==> src/inc/acq_ctrl_regs.svh <==
/*
  Register map, field positions and reset values of the acquisition interrupt
  and line counter control bank. Assumes a 32-bit word bus with byte addresses.
*/
// What this block does
// - Freeze starts by host command, plus acquisition counter or trigger fall.
// - Unthrottled DMA test bit lets the DMA move data at full rate.
// - Table flag set by table event or host write; host writes need select 1.
// - Overflow flag set by FIFO overflow or host write; host writes need select 2.
// - Fault flag set by fault or sync loss or host write; needs select 3.
// - Trigger flag set by chosen trigger edge or host write; needs select 4.
// - Descriptor flag set by descriptor or host write; host writes need select 5.
// - A flag raises the request only when its mask bit is one.
// - Serial flag is read-only, set by the UART, cleared by a UART write.
// - Edge select: 1 rising, 2 falling, 3 both, 0 none.
// - With zero release on, the line counter halts at zero until encoder rises.
// - Software reset, counter clear strobe and abort always clear the line counter.
// - Line counter clear: 0 window end, 1 frame enable or column, 2 column.
// - Load 2000h on line enable or encoder rise, gated by the load column.
// - With stick on, the line counter holds at 1FF0h until load or reset.
// - Writing one to the counter clear strobe clears both position counters.
// - Writing one to the pointer clear strobe clears the memory pointer.
// - A selected flag cannot be set by its hardware source.
`ifndef ACQ_CTRL_REGS_SVH
`define ACQ_CTRL_REGS_SVH

`define ACQ_OFS_CON1      8'h00
`define ACQ_OFS_COUNTER_CONTROL_WORD_TWO      8'h04
`define ACQ_OFS_MASK      8'h08
`define ACQ_OFS_STAT      8'h0C

`define CON1_FREEZE_LSB   19
`define CON1_SAFETY_BIT   22
`define CON1_DMA_TEST_BIT 23
`define CON1_TRIGCON_LSB  30

`define COUNTER_CONTROL_WORD_TWO_ZERO_LSB     0
`define COUNTER_CONTROL_WORD_TWO_RST_LSB      3
`define COUNTER_CONTROL_WORD_TWO_LD_LSB       6
`define COUNTER_CONTROL_WORD_TWO_STICK_LSB    9
`define COUNTER_CONTROL_WORD_TWO_POSCLR_BIT   12
`define COUNTER_CONTROL_WORD_TWO_PTRCLR_BIT   13
`define COUNTER_CONTROL_WORD_TWO_SEL_LSB      28

`define SEL_TABLE         3'h1
`define SEL_OVERFLOW      3'h2
`define SEL_FAULT         3'h3
`define SEL_TRIGGER       3'h4
`define SEL_DESCRIPTOR    3'h5

`define LINE_LOAD_VALUE   14'h2000
`define LINE_STICK_VALUE  14'h1FF0
`define RESET_WORD        32'h0000_0000

`endif

==> src/inc/acq_ctrl_pkg.sv <==
/*
  Mode types of the acquisition control bank. Needs nothing else.
*/
package acq_ctrl_pkg;
    typedef enum logic [1:0] {FRZ_HOST, FRZ_COUNTER, FRZ_TRIG_FALL} freeze_mode_t;
    typedef enum logic [1:0] {RST_NONE, RST_WIN_END, RST_FEN_OR_COL, RST_COL} line_rst_src_t;
    typedef enum logic [1:0] {LD_NONE, LD_LINE_EN, LD_ENCODER} line_ld_src_t;
    typedef enum logic [1:0] {EDGE_NONE, EDGE_RISE, EDGE_FALL, EDGE_BOTH} edge_sel_t;
endpackage

==> src/verilog/acq_irq_and_line_counter_ctrl.sv <==
/*
  Acquisition control bank: freeze source, DMA test bit, six interrupt flags
  with masks, five of them with host write select, and line position counter control.
  Assumes a one-cycle register port master and camera inputs on mclk.
*/
// The register offsets and the strobed register port are this design's own decisions.
`timescale 1ns/10ps
`include "acq_ctrl_regs.svh"
module acq_irq_and_line_counter_ctrl #(
    parameter int CNT_W = 14
) (
    input  wire logic              mclk,
    input  wire logic              rst_n,
    input  wire logic [7:0]        addr,
    input  wire logic [31:0]       wr_data,
    input  wire logic              wr_en,
    input  wire logic              rd_en,
    output logic      [31:0]       rd_data_ff,
    input  wire logic              trigger_in,
    input  wire logic              encoder_in,
    input  wire logic              frame_enable_in,
    input  wire logic              line_enable_in,
    input  wire logic              line_advance,
    input  wire logic              haw_end,
    input  wire logic              horiz_table_reset_column,
    input  wire logic              horiz_table_load_enable,
    input  wire logic              vert_table_irq_column,
    input  wire logic              fifo_overflow,
    input  wire logic              hw_exception,
    input  wire logic              sync_lost,
    input  wire logic              descriptor_irq_req,
    input  wire logic              uart_irq_set,
    input  wire logic              uart_host_write,
    input  wire logic              software_reset_strobe,
    input  wire logic              abort_cmd,
    input  wire logic              host_freeze_cmd,
    input  wire logic              acq_counter_done,
    output logic                   freeze_request_ff,
    output logic                   dma_unthrottled_test_ff,
    output logic                   irq_request_ff,
    output logic                   frame_counter_clear_ff,
    output logic                   memory_pointer_clear_ff,
    output logic [CNT_W-1:0]       line_position_counter
);
    // Flag order, also the mask bit order: table, overflow, fault,
    // trigger, serial, descriptor.
    localparam int F_TAB = 0;
    localparam int F_OVF = 1;
    localparam int F_HW  = 2;
    localparam int F_TRG = 3;
    localparam int F_SER = 4;
    localparam int F_DSC = 5;

    logic [2:0]  freeze_sel_ff;
    logic        safety_spare_ff;
    logic [1:0]  trig_edge_sel_ff;
    logic [5:0]  flags_ff;
    logic [5:0]  nxt_flags;
    logic [5:0]  masks_ff;
    logic [2:0]  zero_rel_ff;
    logic [2:0]  rst_src_ff;
    logic [2:0]  ld_src_ff;
    logic [2:0]  stick_ff;
    logic [2:0]  host_sel_ff;
    logic        trig_prev_ff;

    function automatic acq_ctrl_pkg::freeze_mode_t freeze_mode(input logic [2:0] code);
        unique case (code)
            3'h1:    freeze_mode = acq_ctrl_pkg::FRZ_COUNTER;
            3'h2:    freeze_mode = acq_ctrl_pkg::FRZ_TRIG_FALL;
            default: freeze_mode = acq_ctrl_pkg::FRZ_HOST;
        endcase
    endfunction

    function automatic acq_ctrl_pkg::line_rst_src_t rst_mode(input logic [2:0] code);
        unique case (code)
            3'h0:    rst_mode = acq_ctrl_pkg::RST_WIN_END;
            3'h1:    rst_mode = acq_ctrl_pkg::RST_FEN_OR_COL;
            3'h2:    rst_mode = acq_ctrl_pkg::RST_COL;
            default: rst_mode = acq_ctrl_pkg::RST_NONE;
        endcase
    endfunction

    function automatic acq_ctrl_pkg::line_ld_src_t ld_mode(input logic [2:0] code);
        unique case (code)
            3'h1:    ld_mode = acq_ctrl_pkg::LD_LINE_EN;
            3'h2:    ld_mode = acq_ctrl_pkg::LD_ENCODER;
            default: ld_mode = acq_ctrl_pkg::LD_NONE;
        endcase
    endfunction

    // Register port decode.
    wire wr_con1 = wr_en && (addr == `ACQ_OFS_CON1);
    wire wr_counter_control_word_two = wr_en && (addr == `ACQ_OFS_COUNTER_CONTROL_WORD_TWO);
    wire wr_mask = wr_en && (addr == `ACQ_OFS_MASK);

    // Trigger edges and the trigger interrupt event.
    wire trig_rise = trigger_in && !trig_prev_ff;
    wire trig_fall = !trigger_in && trig_prev_ff;
    wire acq_ctrl_pkg::edge_sel_t edge_sel = acq_ctrl_pkg::edge_sel_t'(trig_edge_sel_ff);
    wire trig_evt  = ((edge_sel == acq_ctrl_pkg::EDGE_RISE ||
                       edge_sel == acq_ctrl_pkg::EDGE_BOTH) && trig_rise) ||
                     ((edge_sel == acq_ctrl_pkg::EDGE_FALL ||
                       edge_sel == acq_ctrl_pkg::EDGE_BOTH) && trig_fall);

    // Hardware sources of each flag.
    wire [5:0] hw_evt;
    assign hw_evt[F_TAB] = vert_table_irq_column;
    assign hw_evt[F_OVF] = fifo_overflow;
    assign hw_evt[F_HW]  = hw_exception || sync_lost;
    assign hw_evt[F_TRG] = trig_evt;
    assign hw_evt[F_SER] = uart_irq_set;
    assign hw_evt[F_DSC] = descriptor_irq_req;

    // A flag other than the serial flag is selected for host access by its write select code.
    wire [5:0] selected;
    assign selected[F_TAB] = (host_sel_ff == `SEL_TABLE);
    assign selected[F_OVF] = (host_sel_ff == `SEL_OVERFLOW);
    assign selected[F_HW]  = (host_sel_ff == `SEL_FAULT);
    assign selected[F_TRG] = (host_sel_ff == `SEL_TRIGGER);
    assign selected[F_SER] = 1'b0;
    assign selected[F_DSC] = (host_sel_ff == `SEL_DESCRIPTOR);

    // Value the host writes into each flag position of the first word.
    wire [5:0] wr_flag;
    assign wr_flag[F_TAB] = wr_data[24];
    assign wr_flag[F_OVF] = wr_data[25];
    assign wr_flag[F_HW]  = wr_data[26];
    assign wr_flag[F_TRG] = wr_data[27];
    assign wr_flag[F_SER] = 1'b0;
    assign wr_flag[F_DSC] = wr_data[29];

    wire [5:0] host_wr = selected & {6{wr_con1}};

    // Selecting a flag shuts out its source, so a read-modify-write by the
    // host cannot lose or resurrect an event between the read and the write.
    always_comb
    begin
        for (int i = 0; i < 6; i++)
        begin
            if (host_wr[i])
                nxt_flags[i] = wr_flag[i];
            else if (selected[i])
                nxt_flags[i] = flags_ff[i];
            else
                nxt_flags[i] = flags_ff[i] | hw_evt[i];
        end
        // The serial flag only follows the UART; a new event beats the clear.
        nxt_flags[F_SER] = (flags_ff[F_SER] && !uart_host_write) || uart_irq_set;
    end

    wire nxt_irq = |(flags_ff & masks_ff);

    wire freeze_go = host_freeze_cmd ||
        (freeze_mode(freeze_sel_ff) == acq_ctrl_pkg::FRZ_COUNTER && acq_counter_done) ||
        (freeze_mode(freeze_sel_ff) == acq_ctrl_pkg::FRZ_TRIG_FALL && trig_fall);

    wire pos_clear = wr_counter_control_word_two && wr_data[`COUNTER_CONTROL_WORD_TWO_POSCLR_BIT];
    wire ptr_clear = wr_counter_control_word_two && wr_data[`COUNTER_CONTROL_WORD_TWO_PTRCLR_BIT];
    wire line_force_clear = pos_clear || software_reset_strobe || abort_cmd;

    // Read words; bits owned by other blocks read as zero.
    wire [31:0] con1_word = {trig_edge_sel_ff, flags_ff[F_DSC], 1'b0,
                             flags_ff[F_TRG], flags_ff[F_HW], flags_ff[F_OVF],
                             flags_ff[F_TAB], dma_unthrottled_test_ff,
                             safety_spare_ff, freeze_sel_ff, flags_ff[F_SER], 18'h0};
    wire [31:0] counter_control_word_two_word = {1'b1, host_sel_ff, 14'h0, 2'b00,
                             stick_ff, ld_src_ff, rst_src_ff, zero_rel_ff};
    wire [31:0] mask_word = {24'h0, irq_request_ff, 1'b0, masks_ff};
    wire [31:0] stat_word = {{(32 - CNT_W){1'b0}}, line_position_counter};
    wire [31:0] rd_mux    = (addr == `ACQ_OFS_CON1) ? con1_word :
                            (addr == `ACQ_OFS_COUNTER_CONTROL_WORD_TWO) ? counter_control_word_two_word :
                            (addr == `ACQ_OFS_MASK) ? mask_word :
                            (addr == `ACQ_OFS_STAT) ? stat_word : 32'h0;
    wire [31:0] nxt_rd_data = rd_en ? rd_mux : 32'h0;

    always_ff @(posedge mclk or negedge rst_n)
    begin
        if (!rst_n)
        begin
            freeze_sel_ff           <= 3'h0;
            safety_spare_ff         <= 1'b0;
            dma_unthrottled_test_ff <= 1'b0;
            trig_edge_sel_ff        <= 2'h0;
        end
        else if (wr_con1)
        begin
            freeze_sel_ff           <= wr_data[`CON1_FREEZE_LSB +: 3];
            safety_spare_ff         <= wr_data[`CON1_SAFETY_BIT];
            dma_unthrottled_test_ff <= wr_data[`CON1_DMA_TEST_BIT];
            trig_edge_sel_ff        <= wr_data[`CON1_TRIGCON_LSB +: 2];
        end
    end

    always_ff @(posedge mclk or negedge rst_n)
    begin
        if (!rst_n)
        begin
            zero_rel_ff <= 3'h0;
            rst_src_ff  <= 3'h0;
            ld_src_ff   <= 3'h0;
            stick_ff    <= 3'h0;
            host_sel_ff <= 3'h0;
        end
        else if (wr_counter_control_word_two)
        begin
            zero_rel_ff <= wr_data[`COUNTER_CONTROL_WORD_TWO_ZERO_LSB +: 3];
            rst_src_ff  <= wr_data[`COUNTER_CONTROL_WORD_TWO_RST_LSB +: 3];
            ld_src_ff   <= wr_data[`COUNTER_CONTROL_WORD_TWO_LD_LSB +: 3];
            stick_ff    <= wr_data[`COUNTER_CONTROL_WORD_TWO_STICK_LSB +: 3];
            host_sel_ff <= wr_data[`COUNTER_CONTROL_WORD_TWO_SEL_LSB +: 3];
        end
    end

    always_ff @(posedge mclk or negedge rst_n)
    begin
        if (!rst_n)
            masks_ff <= 6'h00;
        else if (wr_mask)
            masks_ff <= wr_data[5:0];
    end

    always_ff @(posedge mclk or negedge rst_n)
    begin
        if (!rst_n)
        begin
            flags_ff                <= 6'h00;
            irq_request_ff          <= 1'b0;
            trig_prev_ff            <= 1'b0;
            freeze_request_ff       <= 1'b0;
            frame_counter_clear_ff  <= 1'b0;
            memory_pointer_clear_ff <= 1'b0;
            rd_data_ff              <= `RESET_WORD;
        end
        else
        begin
            flags_ff                <= nxt_flags;
            irq_request_ff          <= nxt_irq;
            trig_prev_ff            <= trigger_in;
            freeze_request_ff       <= freeze_go;
            frame_counter_clear_ff  <= pos_clear;
            memory_pointer_clear_ff <= ptr_clear;
            rd_data_ff              <= nxt_rd_data;
        end
    end

    line_position_counter #(
        .CNT_W                    (CNT_W)
    ) u_line_cnt (
        .mclk                     (mclk),
        .rst_n                    (rst_n),
        .advance                  (line_advance),
        .encoder_in               (encoder_in),
        .frame_enable_in          (frame_enable_in),
        .line_enable_in           (line_enable_in),
        .haw_end                  (haw_end),
        .horiz_table_reset_column (horiz_table_reset_column),
        .horiz_table_load_enable  (horiz_table_load_enable),
        .force_clear              (line_force_clear),
        .zero_release_en          (zero_rel_ff == 3'h1),
        .stick_en                 (stick_ff == 3'h1),
        .rst_src                  (rst_mode(rst_src_ff)),
        .ld_src                   (ld_mode(ld_src_ff)),
        .count_ff                 (line_position_counter)
    );

    a_host_write_flag: assert property (@(posedge mclk) disable iff (!rst_n)
        (wr_con1 && host_sel_ff == `SEL_TABLE) |=> flags_ff[F_TAB] == $past(wr_data[24]))
        else $error("selected table flag did not take host value");
    a_unselected_write: assert property (@(posedge mclk) disable iff (!rst_n)
        (wr_con1 && host_sel_ff != `SEL_OVERFLOW && flags_ff[F_OVF]) |=> flags_ff[F_OVF])
        else $error("unselected overflow flag changed by host write");
    a_source_blocked: assert property (@(posedge mclk) disable iff (!rst_n)
        (host_sel_ff == `SEL_FAULT && !wr_con1 && !flags_ff[F_HW]) |=> !flags_ff[F_HW])
        else $error("fault flag set while selected for host");
    a_flag_sticky: assert property (@(posedge mclk) disable iff (!rst_n)
        (descriptor_irq_req && host_sel_ff != `SEL_DESCRIPTOR)
        |=> flags_ff[F_DSC] ##1 (flags_ff[F_DSC] || $past(wr_con1)))
        else $error("descriptor flag not held");
    a_irq_masked: assert property (@(posedge mclk) disable iff (!rst_n)
        (flags_ff & masks_ff) == 6'h00 |=> !irq_request_ff)
        else $error("request raised with all flags masked");
    a_irq_raised: assert property (@(posedge mclk) disable iff (!rst_n)
        (flags_ff[F_OVF] && masks_ff[F_OVF]) |=> irq_request_ff)
        else $error("masked-in flag raised no request");
    a_serial_set_wins: assert property (@(posedge mclk) disable iff (!rst_n)
        uart_irq_set |=> flags_ff[F_SER])
        else $error("serial event lost");
    a_trig_rise_edge: assert property (@(posedge mclk) disable iff (!rst_n)
        (trig_edge_sel_ff == 2'h1 && $fell(trigger_in) && !flags_ff[F_TRG]
         && !wr_con1) |=> !flags_ff[F_TRG])
        else $error("falling edge set trigger flag in rising mode");
    a_freeze_trig: assert property (@(posedge mclk) disable iff (!rst_n)
        (freeze_sel_ff == 3'h2 && trig_fall) |=> freeze_request_ff)
        else $error("trigger fall did not request freeze");
    a_freeze_host_only: assert property (@(posedge mclk) disable iff (!rst_n)
        (freeze_sel_ff == 3'h0 && !host_freeze_cmd) |=> !freeze_request_ff)
        else $error("freeze without host command in host mode");
    a_clear_pulse: assert property (@(posedge mclk) disable iff (!rst_n)
        pos_clear |=> frame_counter_clear_ff && line_position_counter == '0)
        else $error("position clear strobe missing");
    a_read_latency: assert property (@(posedge mclk) disable iff (!rst_n)
        (rd_en && addr == `ACQ_OFS_STAT) |=> rd_data_ff[CNT_W-1:0] == $past(line_position_counter))
        else $error("status read data wrong");
endmodule

==> src/verilog/line_position_counter.sv <==
/*
  Horizontal control table position counter with clear, load, stick and
  zero release. Camera inputs are synchronous to mclk.
*/
`timescale 1ns/10ps
`include "acq_ctrl_regs.svh"
module line_position_counter #(
    parameter int CNT_W = 14
) (
    input  wire logic                         mclk,
    input  wire logic                         rst_n,
    input  wire logic                         advance,
    input  wire logic                         encoder_in,
    input  wire logic                         frame_enable_in,
    input  wire logic                         line_enable_in,
    input  wire logic                         haw_end,
    input  wire logic                         horiz_table_reset_column,
    input  wire logic                         horiz_table_load_enable,
    input  wire logic                         force_clear,
    input  wire logic                         zero_release_en,
    input  wire logic                         stick_en,
    input  wire acq_ctrl_pkg::line_rst_src_t  rst_src,
    input  wire acq_ctrl_pkg::line_ld_src_t   ld_src,
    output logic [CNT_W-1:0]                  count_ff
);
    logic             enc_prev_ff;
    logic             fen_prev_ff;
    logic             len_prev_ff;
    logic             released_ff;
    wire              enc_rise = encoder_in & ~enc_prev_ff;
    wire              fen_rise = frame_enable_in & ~fen_prev_ff;
    wire              len_rise = line_enable_in & ~len_prev_ff;
    wire              src_reset;
    wire              do_load;
    wire              hold;
    wire              at_zero  = (count_ff == '0);
    wire              at_stick = (count_ff == `LINE_STICK_VALUE);
    wire  [CNT_W-1:0] nxt_count;
    wire              nxt_released;

    assign src_reset = (rst_src == acq_ctrl_pkg::RST_WIN_END    && haw_end) ||
                       (rst_src == acq_ctrl_pkg::RST_FEN_OR_COL &&
                        (fen_rise || horiz_table_reset_column)) ||
                       (rst_src == acq_ctrl_pkg::RST_COL && horiz_table_reset_column);
    assign do_load   = horiz_table_load_enable &&
                       ((ld_src == acq_ctrl_pkg::LD_LINE_EN && len_rise) ||
                        (ld_src == acq_ctrl_pkg::LD_ENCODER && enc_rise));
    // Holding at zero gives way in the very cycle that the encoder rises.
    assign hold      = (stick_en && at_stick) ||
                       (zero_release_en && at_zero && !released_ff && !enc_rise);
    assign nxt_count = (force_clear || src_reset) ? '0 :
                       do_load ? `LINE_LOAD_VALUE :
                       (advance && !hold) ? count_ff + 1'b1 : count_ff;
    assign nxt_released = enc_rise || (released_ff && !force_clear && !src_reset);

    always_ff @(posedge mclk or negedge rst_n)
    begin
        if (!rst_n)
        begin
            count_ff    <= '0;
            enc_prev_ff <= 1'b0;
            fen_prev_ff <= 1'b0;
            len_prev_ff <= 1'b0;
            released_ff <= 1'b0;
        end
        else
        begin
            count_ff    <= nxt_count;
            enc_prev_ff <= encoder_in;
            fen_prev_ff <= frame_enable_in;
            len_prev_ff <= line_enable_in;
            released_ff <= nxt_released;
        end
    end

    a_clear_wins: assert property (@(posedge mclk) disable iff (!rst_n)
        force_clear |=> count_ff == '0)
        else $error("line counter not cleared");
    a_load_value: assert property (@(posedge mclk) disable iff (!rst_n)
        (do_load && !force_clear && !src_reset) |=> count_ff == `LINE_LOAD_VALUE)
        else $error("line counter load value wrong");
    a_stick_hold: assert property (@(posedge mclk) disable iff (!rst_n)
        (stick_en && at_stick && !force_clear && !src_reset && !do_load)
        |=> count_ff == `LINE_STICK_VALUE)
        else $error("line counter left stick value");
    a_zero_halt: assert property (@(posedge mclk) disable iff (!rst_n)
        (zero_release_en && at_zero && !released_ff && !enc_rise && !do_load)
        |=> count_ff == '0)
        else $error("line counter left zero without encoder");
endmodule

==> config.mk <==
export PLATFORM = sky130hd
export DESIGN_NAME = acq_irq_and_line_counter_ctrl
export DESIGN_NICKNAME = d
export VERILOG_FILES = /design/src/inc/acq_ctrl_pkg.sv /design/src/verilog/acq_irq_and_line_counter_ctrl.sv /design/src/verilog/line_position_counter.sv
export VERILOG_INCLUDE_DIRS = /design/src /design/src/inc
export SDC_FILE = /design/constraint.sdc
export NUM_CORES = 1
export LEC_CHECK = 0
export ABC_AREA = 1
export BUFFER_PORTS_ARGS = -buffer_cell sky130_fd_sc_hd__buf_4
export CAP_MARGIN = 15
export CORE_UTILIZATION = 30
export CTS_CLUSTER_DIAMETER = 100
export DETAILED_ROUTE_END_ITERATION = 10
export GPL_TIMING_DRIVEN = 1
export MAX_ROUTING_LAYER = met4
export SLEW_MARGIN = 5
export SYNTH_ARGS = -nofsm -noshare
export SYNTH_HDL_FRONTEND = slang
export SYNTH_SLANG_ARGS = --single-unit
==> constraint.sdc <==
create_clock -name mclk -period 1.9 [get_ports mclk]
set_input_delay 0.19 -clock mclk [delete_from_list [all_inputs] [get_ports mclk]]
set_output_delay 0.19 -clock mclk [all_outputs]
set_load 0.01 [all_outputs]
==> summary.md, run 1 <==
| Metric | Value |
|---|---|
| Final Net Count | `713` |
| Run status | `finished clean` |
| PortBufs | `104` |
| Critical-path cell list | `nand2_1, nor3_2, nand2_1, nand2_1, nand2_2, nand2_4, nand2_4, nand2_1, nand2_1` |
| Number of enable flip-flop cells after synthesis | `0` |
| Post-synthesis async set-or-reset flop share | `100.0%` |
| Total Power | `4.006 mW` |
| Startpoint kind of the worst setup timing path | `register` |
| Min-Delay Path Class | `input pin to register` |
| Maximum level of the CTS H-tree | `3` |
| Reg clk slew, reported paths | `0.06 ns` |
| Detailed-router iteration count before antenna repair | `5` |
| Cell types occupying the most area after synthesis | `sky130_fd_sc_hd__dfrtp_1 (51%), sky130_fd_sc_hd__nand2_1 (11%), sky130_fd_sc_hd__nor2_1 (6.6%)` |
| DRC violations left | `0` |
| Cell mode on critical path | `sky130_fd_sc_hd__nand2_1` |
| Power density over the cells | `721.7 nW/um2` |
| Psw | `0.9478 mW` |
| Clock network latency to the later pin of the worst-skew pair | `0.34 ns` |
| Placed instance count | `808` |
| Last weighted congestion value of the routability-driven placer | `0.8881` |
| Largest net degree at the start of global routing | `36` |
| Max capacitance violation total | `0` |
| Netlist area before placement | `4192 um2` |
| Sw frac | `23.66%` |
| Worst setup slack after placement | `0.1943 ns` |
| Dominant cell type by area after synthesis | `sky130_fd_sc_hd__dfrtp_1` |
| Crit-path max FO | `15` |
| Global-route wire length before repair | `18350 um` |
| Internal Dissipation | `3.058 mW` |
| Leakage | `2.897 nW` |
| Core Area | `13450 um2` |
| Post-CTS Setup Repair Bufs | `0` |
| Worst reg2reg path endpoint | `u_line_cnt.count_ff[8]$_DFFE_PN0P_` |
| Hold Path Origin | `uart_host_write` |
| Slowest library cell on the worst path | `sky130_fd_sc_hd__dfrtp_1` |
| Combinational share of power | `8.2%` |
| Deepest clock path buffer count | `2` |
| Die Height | `120.2 um` |
| Worst Setup Path Type | `register to register` |
| Synthesis-stage register bit count | `85` |
| ANT cells | `0` |
| Number of buffers created by CTS | `9` |
| Arrival time of data at the critical path endpoint | `1.94 ns` |
| Final clock period utilization by the worst path | `90.04%` |
| Worst path setup slack after routing | `0.1892 ns` |
| Nature of the critical path endpoint | `register` |
| Routed length on met1 | `5296 um` |
| Horizontal die dimension | `120.2 um` |
| Detailed router's first-iteration violation count | `268` |
| Fin cells | `829` |
| Worst hold margin | `0.03216 ns` |
| Gate Count Post-Synth | `529` |
| Antenna-violating nets left | `0` |
| Clock group share of total power | `44.5%` |
| Worst vdd ir | `0.3317 mV` |
| Final max-slew violation count | `0` |
| Worst reg2reg path startpoint | `u_line_cnt.count_ff[4]$_DFFE_PN0P_` |
| Full die area | `14450 um2` |
| Sequential share of power | `47.3%` |
| Library cell with the highest instance count after synthesis | `sky130_fd_sc_hd__nand2_1` |
| Top cells by count, synth | `sky130_fd_sc_hd__nand2_1 (118), sky130_fd_sc_hd__dfrtp_1 (85), sky130_fd_sc_hd__nor2_1 (74)` |
| Required time at the endpoint of the critical path | `2.13 ns` |
| Detailed-routed wire length on met2 | `5267 um` |
| Count of final hold-check violations | `0` |
| Cell depth of the worst hold path | `2` |
| Min Clock Period, post-route | `1.711 ns` |
| Worst path max stage delay | `0.50 ns` |
| Proportion of layout cells with a drive suffix above 1 | `23.89%` |
| Routed via count divided by cell count | `4.650` |
| Average cell area after synthesis | `7.923 um2` |
| Most used flip-flop cell after synthesis | `sky130_fd_sc_hd__dfrtp_1` |
| Depth of the worst register-to-register path | `9` |
| Number of library cell types mapped by synthesis | `38` |
| Vias in the first global route | `3673` |
| Proportion of synthesized chip area in sequential cells | `50.75%` |
| Initial antenna violation count | `0` |
| Root buffer cell | `sky130_fd_sc_hd__clkbuf_16` |
| Starting Density | `31.16%` |
| Finish-stage setup viols | `0` |
| Top-level I/O count | `114` |
| Layout area overhead | `32.42%` |
| Via count | `3855` |
| Share of the synthesized area in the top cell type | `50.75%` |
| Total routed wirelength | `11380 um` |
| GRT Residual Overflow | `0` |
| Setup TNS | `0 ns` |
| Flop-to-flop setup slack | `0.19 ns` |
| TritonCTS clock tree | `built` |
| Warnings from Yosys | `0` |
| Routed wl met3 | `590 um` |
| TritonCTS sink count | `85` |
| Row Count | `42` |
| RSZ-0062 raised after global routing | `false` |
| Post-DR wirelength/cell | `13.73 um` |
| Post-DP HPWL | `8706 um` |
| CP Launch Point | `u_line_cnt.count_ff[4]$_DFFE_PN0P_` |
| Number of inserted filler cells in the final layout | `1401` |
| GRT Total Usage | `17.16%` |
| Worst Hold Path EP | `flags_ff[4]$_DFF_PN0_` |
| Max Clk Rate | `584.5 MHz` |
| Clock skew after layout | `0.008586 ns` |
| Highest metal layer with signal wires | `met4` |
[worst max-delay path by stage]
stage | end | slack (ns) | cells after the start
floorplan | u_line_cnt.count_ff[6]$_DFFE_PN0P_ | 0.41 | 9
global placement | u_line_cnt.count_ff[13]$_DFFE_PN0P_ | 0.23 | 10
detailed placement | u_line_cnt.count_ff[10]$_DFFE_PN0P_ | 0.19 | 10
CTS | u_line_cnt.count_ff[8]$_DFFE_PN0P_ | 0.22 | 9
global route | u_line_cnt.count_ff[10]$_DFFE_PN0P_ | 0.04 | 12
finish | u_line_cnt.count_ff[8]$_DFFE_PN0P_ | 0.19 | 9
[cells by family (layout without fill, tap and decap cells)]
| group | count (synthesis) | after routing | share of synthesized area, % |
|---|---|---|---|
| AO/OA/AOI/OAI | 80 | 80 | 10.36 |
| other | 1 | 4 | 0.08947 |
| AND/OR/NAND/NOR | 265 | 265 | 28.21 |
| flip-flops | 85 | 85 | 50.75 |
| adder cells (fa/ha/maj) | 2 | 2 | 0.5969 |
| buffers and inverters | 96 | 217 | 9.999 |
[metal layers]
metal | vias to the layer above | track usage (%)
li1 | 1903 | -
met1 | 1818 | 22.70
met2 | 118 | 25.79
met3 | 16 | 3.113
met4 | 0 | 7.422
met5 | - | -
[critical path, delay by kind of cell (launching register included)]
family	cells	cell delay [ns]
flip-flops	1	0.50
AND/OR/NAND/NOR	9	1.09
[power groups by stage]
| stage | registers, mW | logic, mW | clock network, mW |
|---|---|---|---|
| global route | 1.90 | 0.373 | 1.90 |
| detailed placement | 1.93 | 0.325 | 0 |
| global placement | 1.92 | 0.318 | 0 |
| CTS | 1.89 | 0.335 | 1.82 |
| finish | 1.89 | 0.330 | 1.78 |
| floorplan | 1.92 | 0.142 | 0 |
[layout make-up]
type	instances	area (um2)	area share [%]
clock buffers	10	239.0	4.306
clock inverters	6	62.56	1.127
inverters	77	289.0	5.207
multi-input cells	351	1657	29.85
flip-flops and latches	85	2127	38.32
well taps	176	220.2	3.968
repair buffers	124	955.9	17.22
[placed cells by master, fill, tap and decap left out, types with 2 or more instances in the layout]
| cell | synthesis | routed |
|---|---|---|
| sky130_fd_sc_hd__nand2_1 | 118 | 118 |
| sky130_fd_sc_hd__buf_4 | 7 | 118 |
| sky130_fd_sc_hd__dfrtp_1 | 85 | 85 |
| sky130_fd_sc_hd__nor2_1 | 74 | 74 |
| sky130_fd_sc_hd__inv_1 | 72 | 72 |
| sky130_fd_sc_hd__o21ai_0 | 44 | 44 |
| sky130_fd_sc_hd__nand3_1 | 41 | 41 |
| sky130_fd_sc_hd__a21oi_1 | 18 | 18 |
| sky130_fd_sc_hd__clkbuf_16 | 0 | 9 |
| sky130_fd_sc_hd__nand4_1 | 6 | 6 |
| sky130_fd_sc_hd__nand2_2 | 5 | 5 |
| sky130_fd_sc_hd__dlygate4sd3_1 | 0 | 5 |
| sky130_fd_sc_hd__inv_2 | 4 | 4 |
| sky130_fd_sc_hd__o21bai_1 | 4 | 4 |
| sky130_fd_sc_hd__nor3_1 | 4 | 4 |
| sky130_fd_sc_hd__o211ai_1 | 4 | 4 |
| sky130_fd_sc_hd__o21ai_1 | 4 | 4 |
| sky130_fd_sc_hd__conb_1 | 1 | 4 |
| sky130_fd_sc_hd__nor2_4 | 3 | 3 |
| sky130_fd_sc_hd__o22ai_1 | 3 | 3 |
| sky130_fd_sc_hd__clkinv_2 | 0 | 3 |
| sky130_fd_sc_hd__nor2_2 | 2 | 2 |
| sky130_fd_sc_hd__nor4_1 | 2 | 2 |
| sky130_fd_sc_hd__nand2_4 | 2 | 2 |
| sky130_fd_sc_hd__ha_1 | 2 | 2 |
| sky130_fd_sc_hd__clkinv_4 | 0 | 2 |
[sequential cells by signal, summed over array words and instances, names as in the netlist, 6 cells and up]
name                 cells
masks_ff                 6
rd_data_ff              28
flags_ff                 6
u_line_cnt.count_ff     14
[through the flow]
stage,utilization (%),instance area (um2)
2_1_floorplan,-,4203
3_3_place_gp,38.64,5199
3_5_place_dp,38.64,5199
4_1_cts,41.26,5550
5_1_grt,41.26,5550
6_report,41.26,5550
[timing repair]
action	in CTS	in global routing
endpoints found under the setup margin	0	0
hold endpoints to repair	33	0
hold buffers	5	0
gates resized for setup	0	0
Power figures use the tool's default switching activity.
==> run 2: changes to the inputs <==
- CAP_MARGIN: 15 -> 25
- CORE_UTILIZATION: 30 -> 35
- PLACE_DENSITY: not set -> 0.6
==> summary.md, run 2 (same netlist as run 1, synthesis figures left out) <==
| Metric | Value |
|---|---|
| Full die area | `12420 um2` |
| Worst Setup Path Type | `register to register` |
| Antenna-violating nets left | `0` |
| Flip-flop count of the largest register after layout | `28` |
| CP Launch Point | `u_line_cnt.count_ff[6]$_DFFE_PN0P_` |
| Largest net degree at the start of global routing | `54` |
| Count of final hold-check violations | `0` |
| Hold Path Origin | `uart_host_write` |
| Nature of the critical path endpoint | `register` |
| Worst reg2reg path startpoint | `u_line_cnt.count_ff[6]$_DFFE_PN0P_` |
| Number of inserted filler cells in the final layout | `1140` |
| Post-CTS sizing | `0` |
| TritonCTS sink count | `85` |
| Root buffer cell | `sky130_fd_sc_hd__clkbuf_16` |
| ANT cells | `0` |
| Number of buffers created by CTS | `9` |
| Final max-slew violation count | `0` |
| Core Area | `11560 um2` |
| Total Power | `3.950 mW` |
| Register area | `2127 um2` |
| Fin cells | `796` |
| Area of combinational cells with multiple inputs | `1657 um2` |
| Starting Density | `36.24%` |
| Clock network latency to the later pin of the worst-skew pair | `0.35 ns` |
| Detailed router's first-iteration violation count | `242` |
| Arrival time of data at the critical path endpoint | `1.94 ns` |
| Worst hold margin | `0.01634 ns` |
| Last weighted congestion value of the routability-driven placer | `0.8503` |
| RSZ-0062 raised after global routing | `false` |
| TritonCTS clock tree | `built` |
| Vias in the first global route | `3755` |
| Routed via count divided by cell count | `4.882` |
| Initial antenna violation count | `0` |
| Deepest clock path buffer count | `2` |
| Row Count | `39` |
| Commonest cells after routing, fill and taps aside | `sky130_fd_sc_hd__nand2_1 (118), sky130_fd_sc_hd__buf_4 (118), sky130_fd_sc_hd__dfrtp_1 (85)` |
| Run status | `complete, but fails checks` |
| Detailed-router iteration count before antenna repair | `9` |
| GRT Total Usage | `19.61%` |
| Worst path setup slack after routing | `0.2005 ns` |
| Violations in the final reports | `design-rule violations` |
| Reg clk slew, reported paths | `0.07 ns` |
| Top-level I/O count | `114` |
| Worst vdd ir | `0.4523 mV` |
| Final Net Count | `713` |
| Proportion of layout cells with a drive suffix above 1 | `23.89%` |
| Min Clock Period, post-route | `1.700 ns` |
| Top Registers | `rd_data_ff x28, u_line_cnt.count_ff x14` |
| Placed instance count | `775` |
| Startpoint kind of the worst setup timing path | `register` |
| Die Height | `111.4 um` |
| Clock skew after layout | `0.01166 ns` |
| Leakage | `2.883 nW` |
| Maximum level of the CTS H-tree | `3` |
| Final clock period utilization by the worst path | `89.45%` |
| DRC violations left | `7` |
| GRT Residual Overflow | `0` |
| Max Clk Rate | `588.4 MHz` |
| Post-DR wirelength/cell | `14.16 um` |
| Power density over the cells | `718.4 nW/um2` |
| Crit-path max FO | `15` |
| Setup TNS | `0 ns` |
| PortBufs | `104` |
| Layout area overhead | `31.19%` |
| Global-route wire length before repair | `18550 um` |
| Max capacitance violation total | `0` |
| Via count | `3886` |
| Min-Delay Path Class | `input pin to register` |
| Finish-stage setup viols | `0` |
| Post-DP HPWL | `8552 um` |
| Required time at the endpoint of the critical path | `2.14 ns` |
| Post-CTS Setup Repair Bufs | `0` |
| Register with the most flip-flops | `rd_data_ff` |
| Total routed wirelength | `11280 um` |
| Horizontal die dimension | `111.4 um` |
| Worst setup slack after placement | `0.1884 ns` |
[run 2: changes by cell type in the layout (fill, tap and decap cells not counted), sizes merged]
cell      delta
bufinv       -1
clkinv       -5
inv          +4
clkinvlp     +2
[run 2: worst max-delay path, stage by stage, from the launching register on]
cell                      delay, ns
sky130_fd_sc_hd__dfrtp_1       0.54
sky130_fd_sc_hd__nand2_2       0.13
sky130_fd_sc_hd__nor3_2        0.19
sky130_fd_sc_hd__nand2_1       0.06
sky130_fd_sc_hd__nand2_1       0.10
sky130_fd_sc_hd__nand2_2       0.09
sky130_fd_sc_hd__nand2_4       0.19
sky130_fd_sc_hd__nand2_4       0.15
sky130_fd_sc_hd__nand2_1       0.09
sky130_fd_sc_hd__nand2_1       0.05
[run 2: final timing paths]
kind                                                       endpoint  slack (ns)  depth (start not counted)
max in group asynchronous                  rd_data_ff[22]$_DFF_PN0_        0.94                          3
worst max-delay path            u_line_cnt.count_ff[11]$_DFFE_PN0P_        0.20                          9
worst min-delay path                          flags_ff[4]$_DFF_PN0_        0.02                          2
worst min register to register          freeze_request_ff$_DFF_PN0_        0.47                          1
worst max register to register  u_line_cnt.count_ff[11]$_DFFE_PN0P_        0.20                          9
min in group asynchronous        u_line_cnt.count_ff[8]$_DFFE_PN0P_        0.33                          2
[run 2: routing by layer]
layer | share of wire (%) | track usage [%] | routed length, um
met3 | 5.2 | 3.212 | 589
met2 | 47 | 30.08 | 5290
met5 | 0 | - | 0
met1 | 46 | 26.10 | 5171
met4 | 2.0 | 7.387 | 222
[run 2: area by class of cell]
class,instances,share of cell area (%)
flip-flops and latches,85,38.68
multi-input cells,351,30.13
repair buffers,124,17.38
inverters,77,5.256
clock buffers,10,4.346
well taps,143,3.254
clock inverters,6,0.9556
[run 2: report_power, final]
group / internal (mW) / switching [mW] / total [mW]
clock network: 0.945 / 0.783 / 1.73
logic: 0.145 / 0.187 / 0.332
registers: 1.86 / 0.0311 / 1.89
total: 2.95 / 1.00 / 3.95
[run 2: what timing repair did]
| item | CTS | global route |
|---|---|---|
| setup endpoints to repair | 0 | 0 |
| hold buffers | 5 | 0 |
| hold endpoints to repair | 36 | 0 |
[run 2: stage by stage]
stage / area, um2 / utilization, %
after floorplan: 4203 / -
after global placement: 5157 / 44.60
after detailed placement: 5157 / 44.60
after CTS: 5499 / 47.55
after global routing: 5499 / 47.55
final: 5499 / 47.55
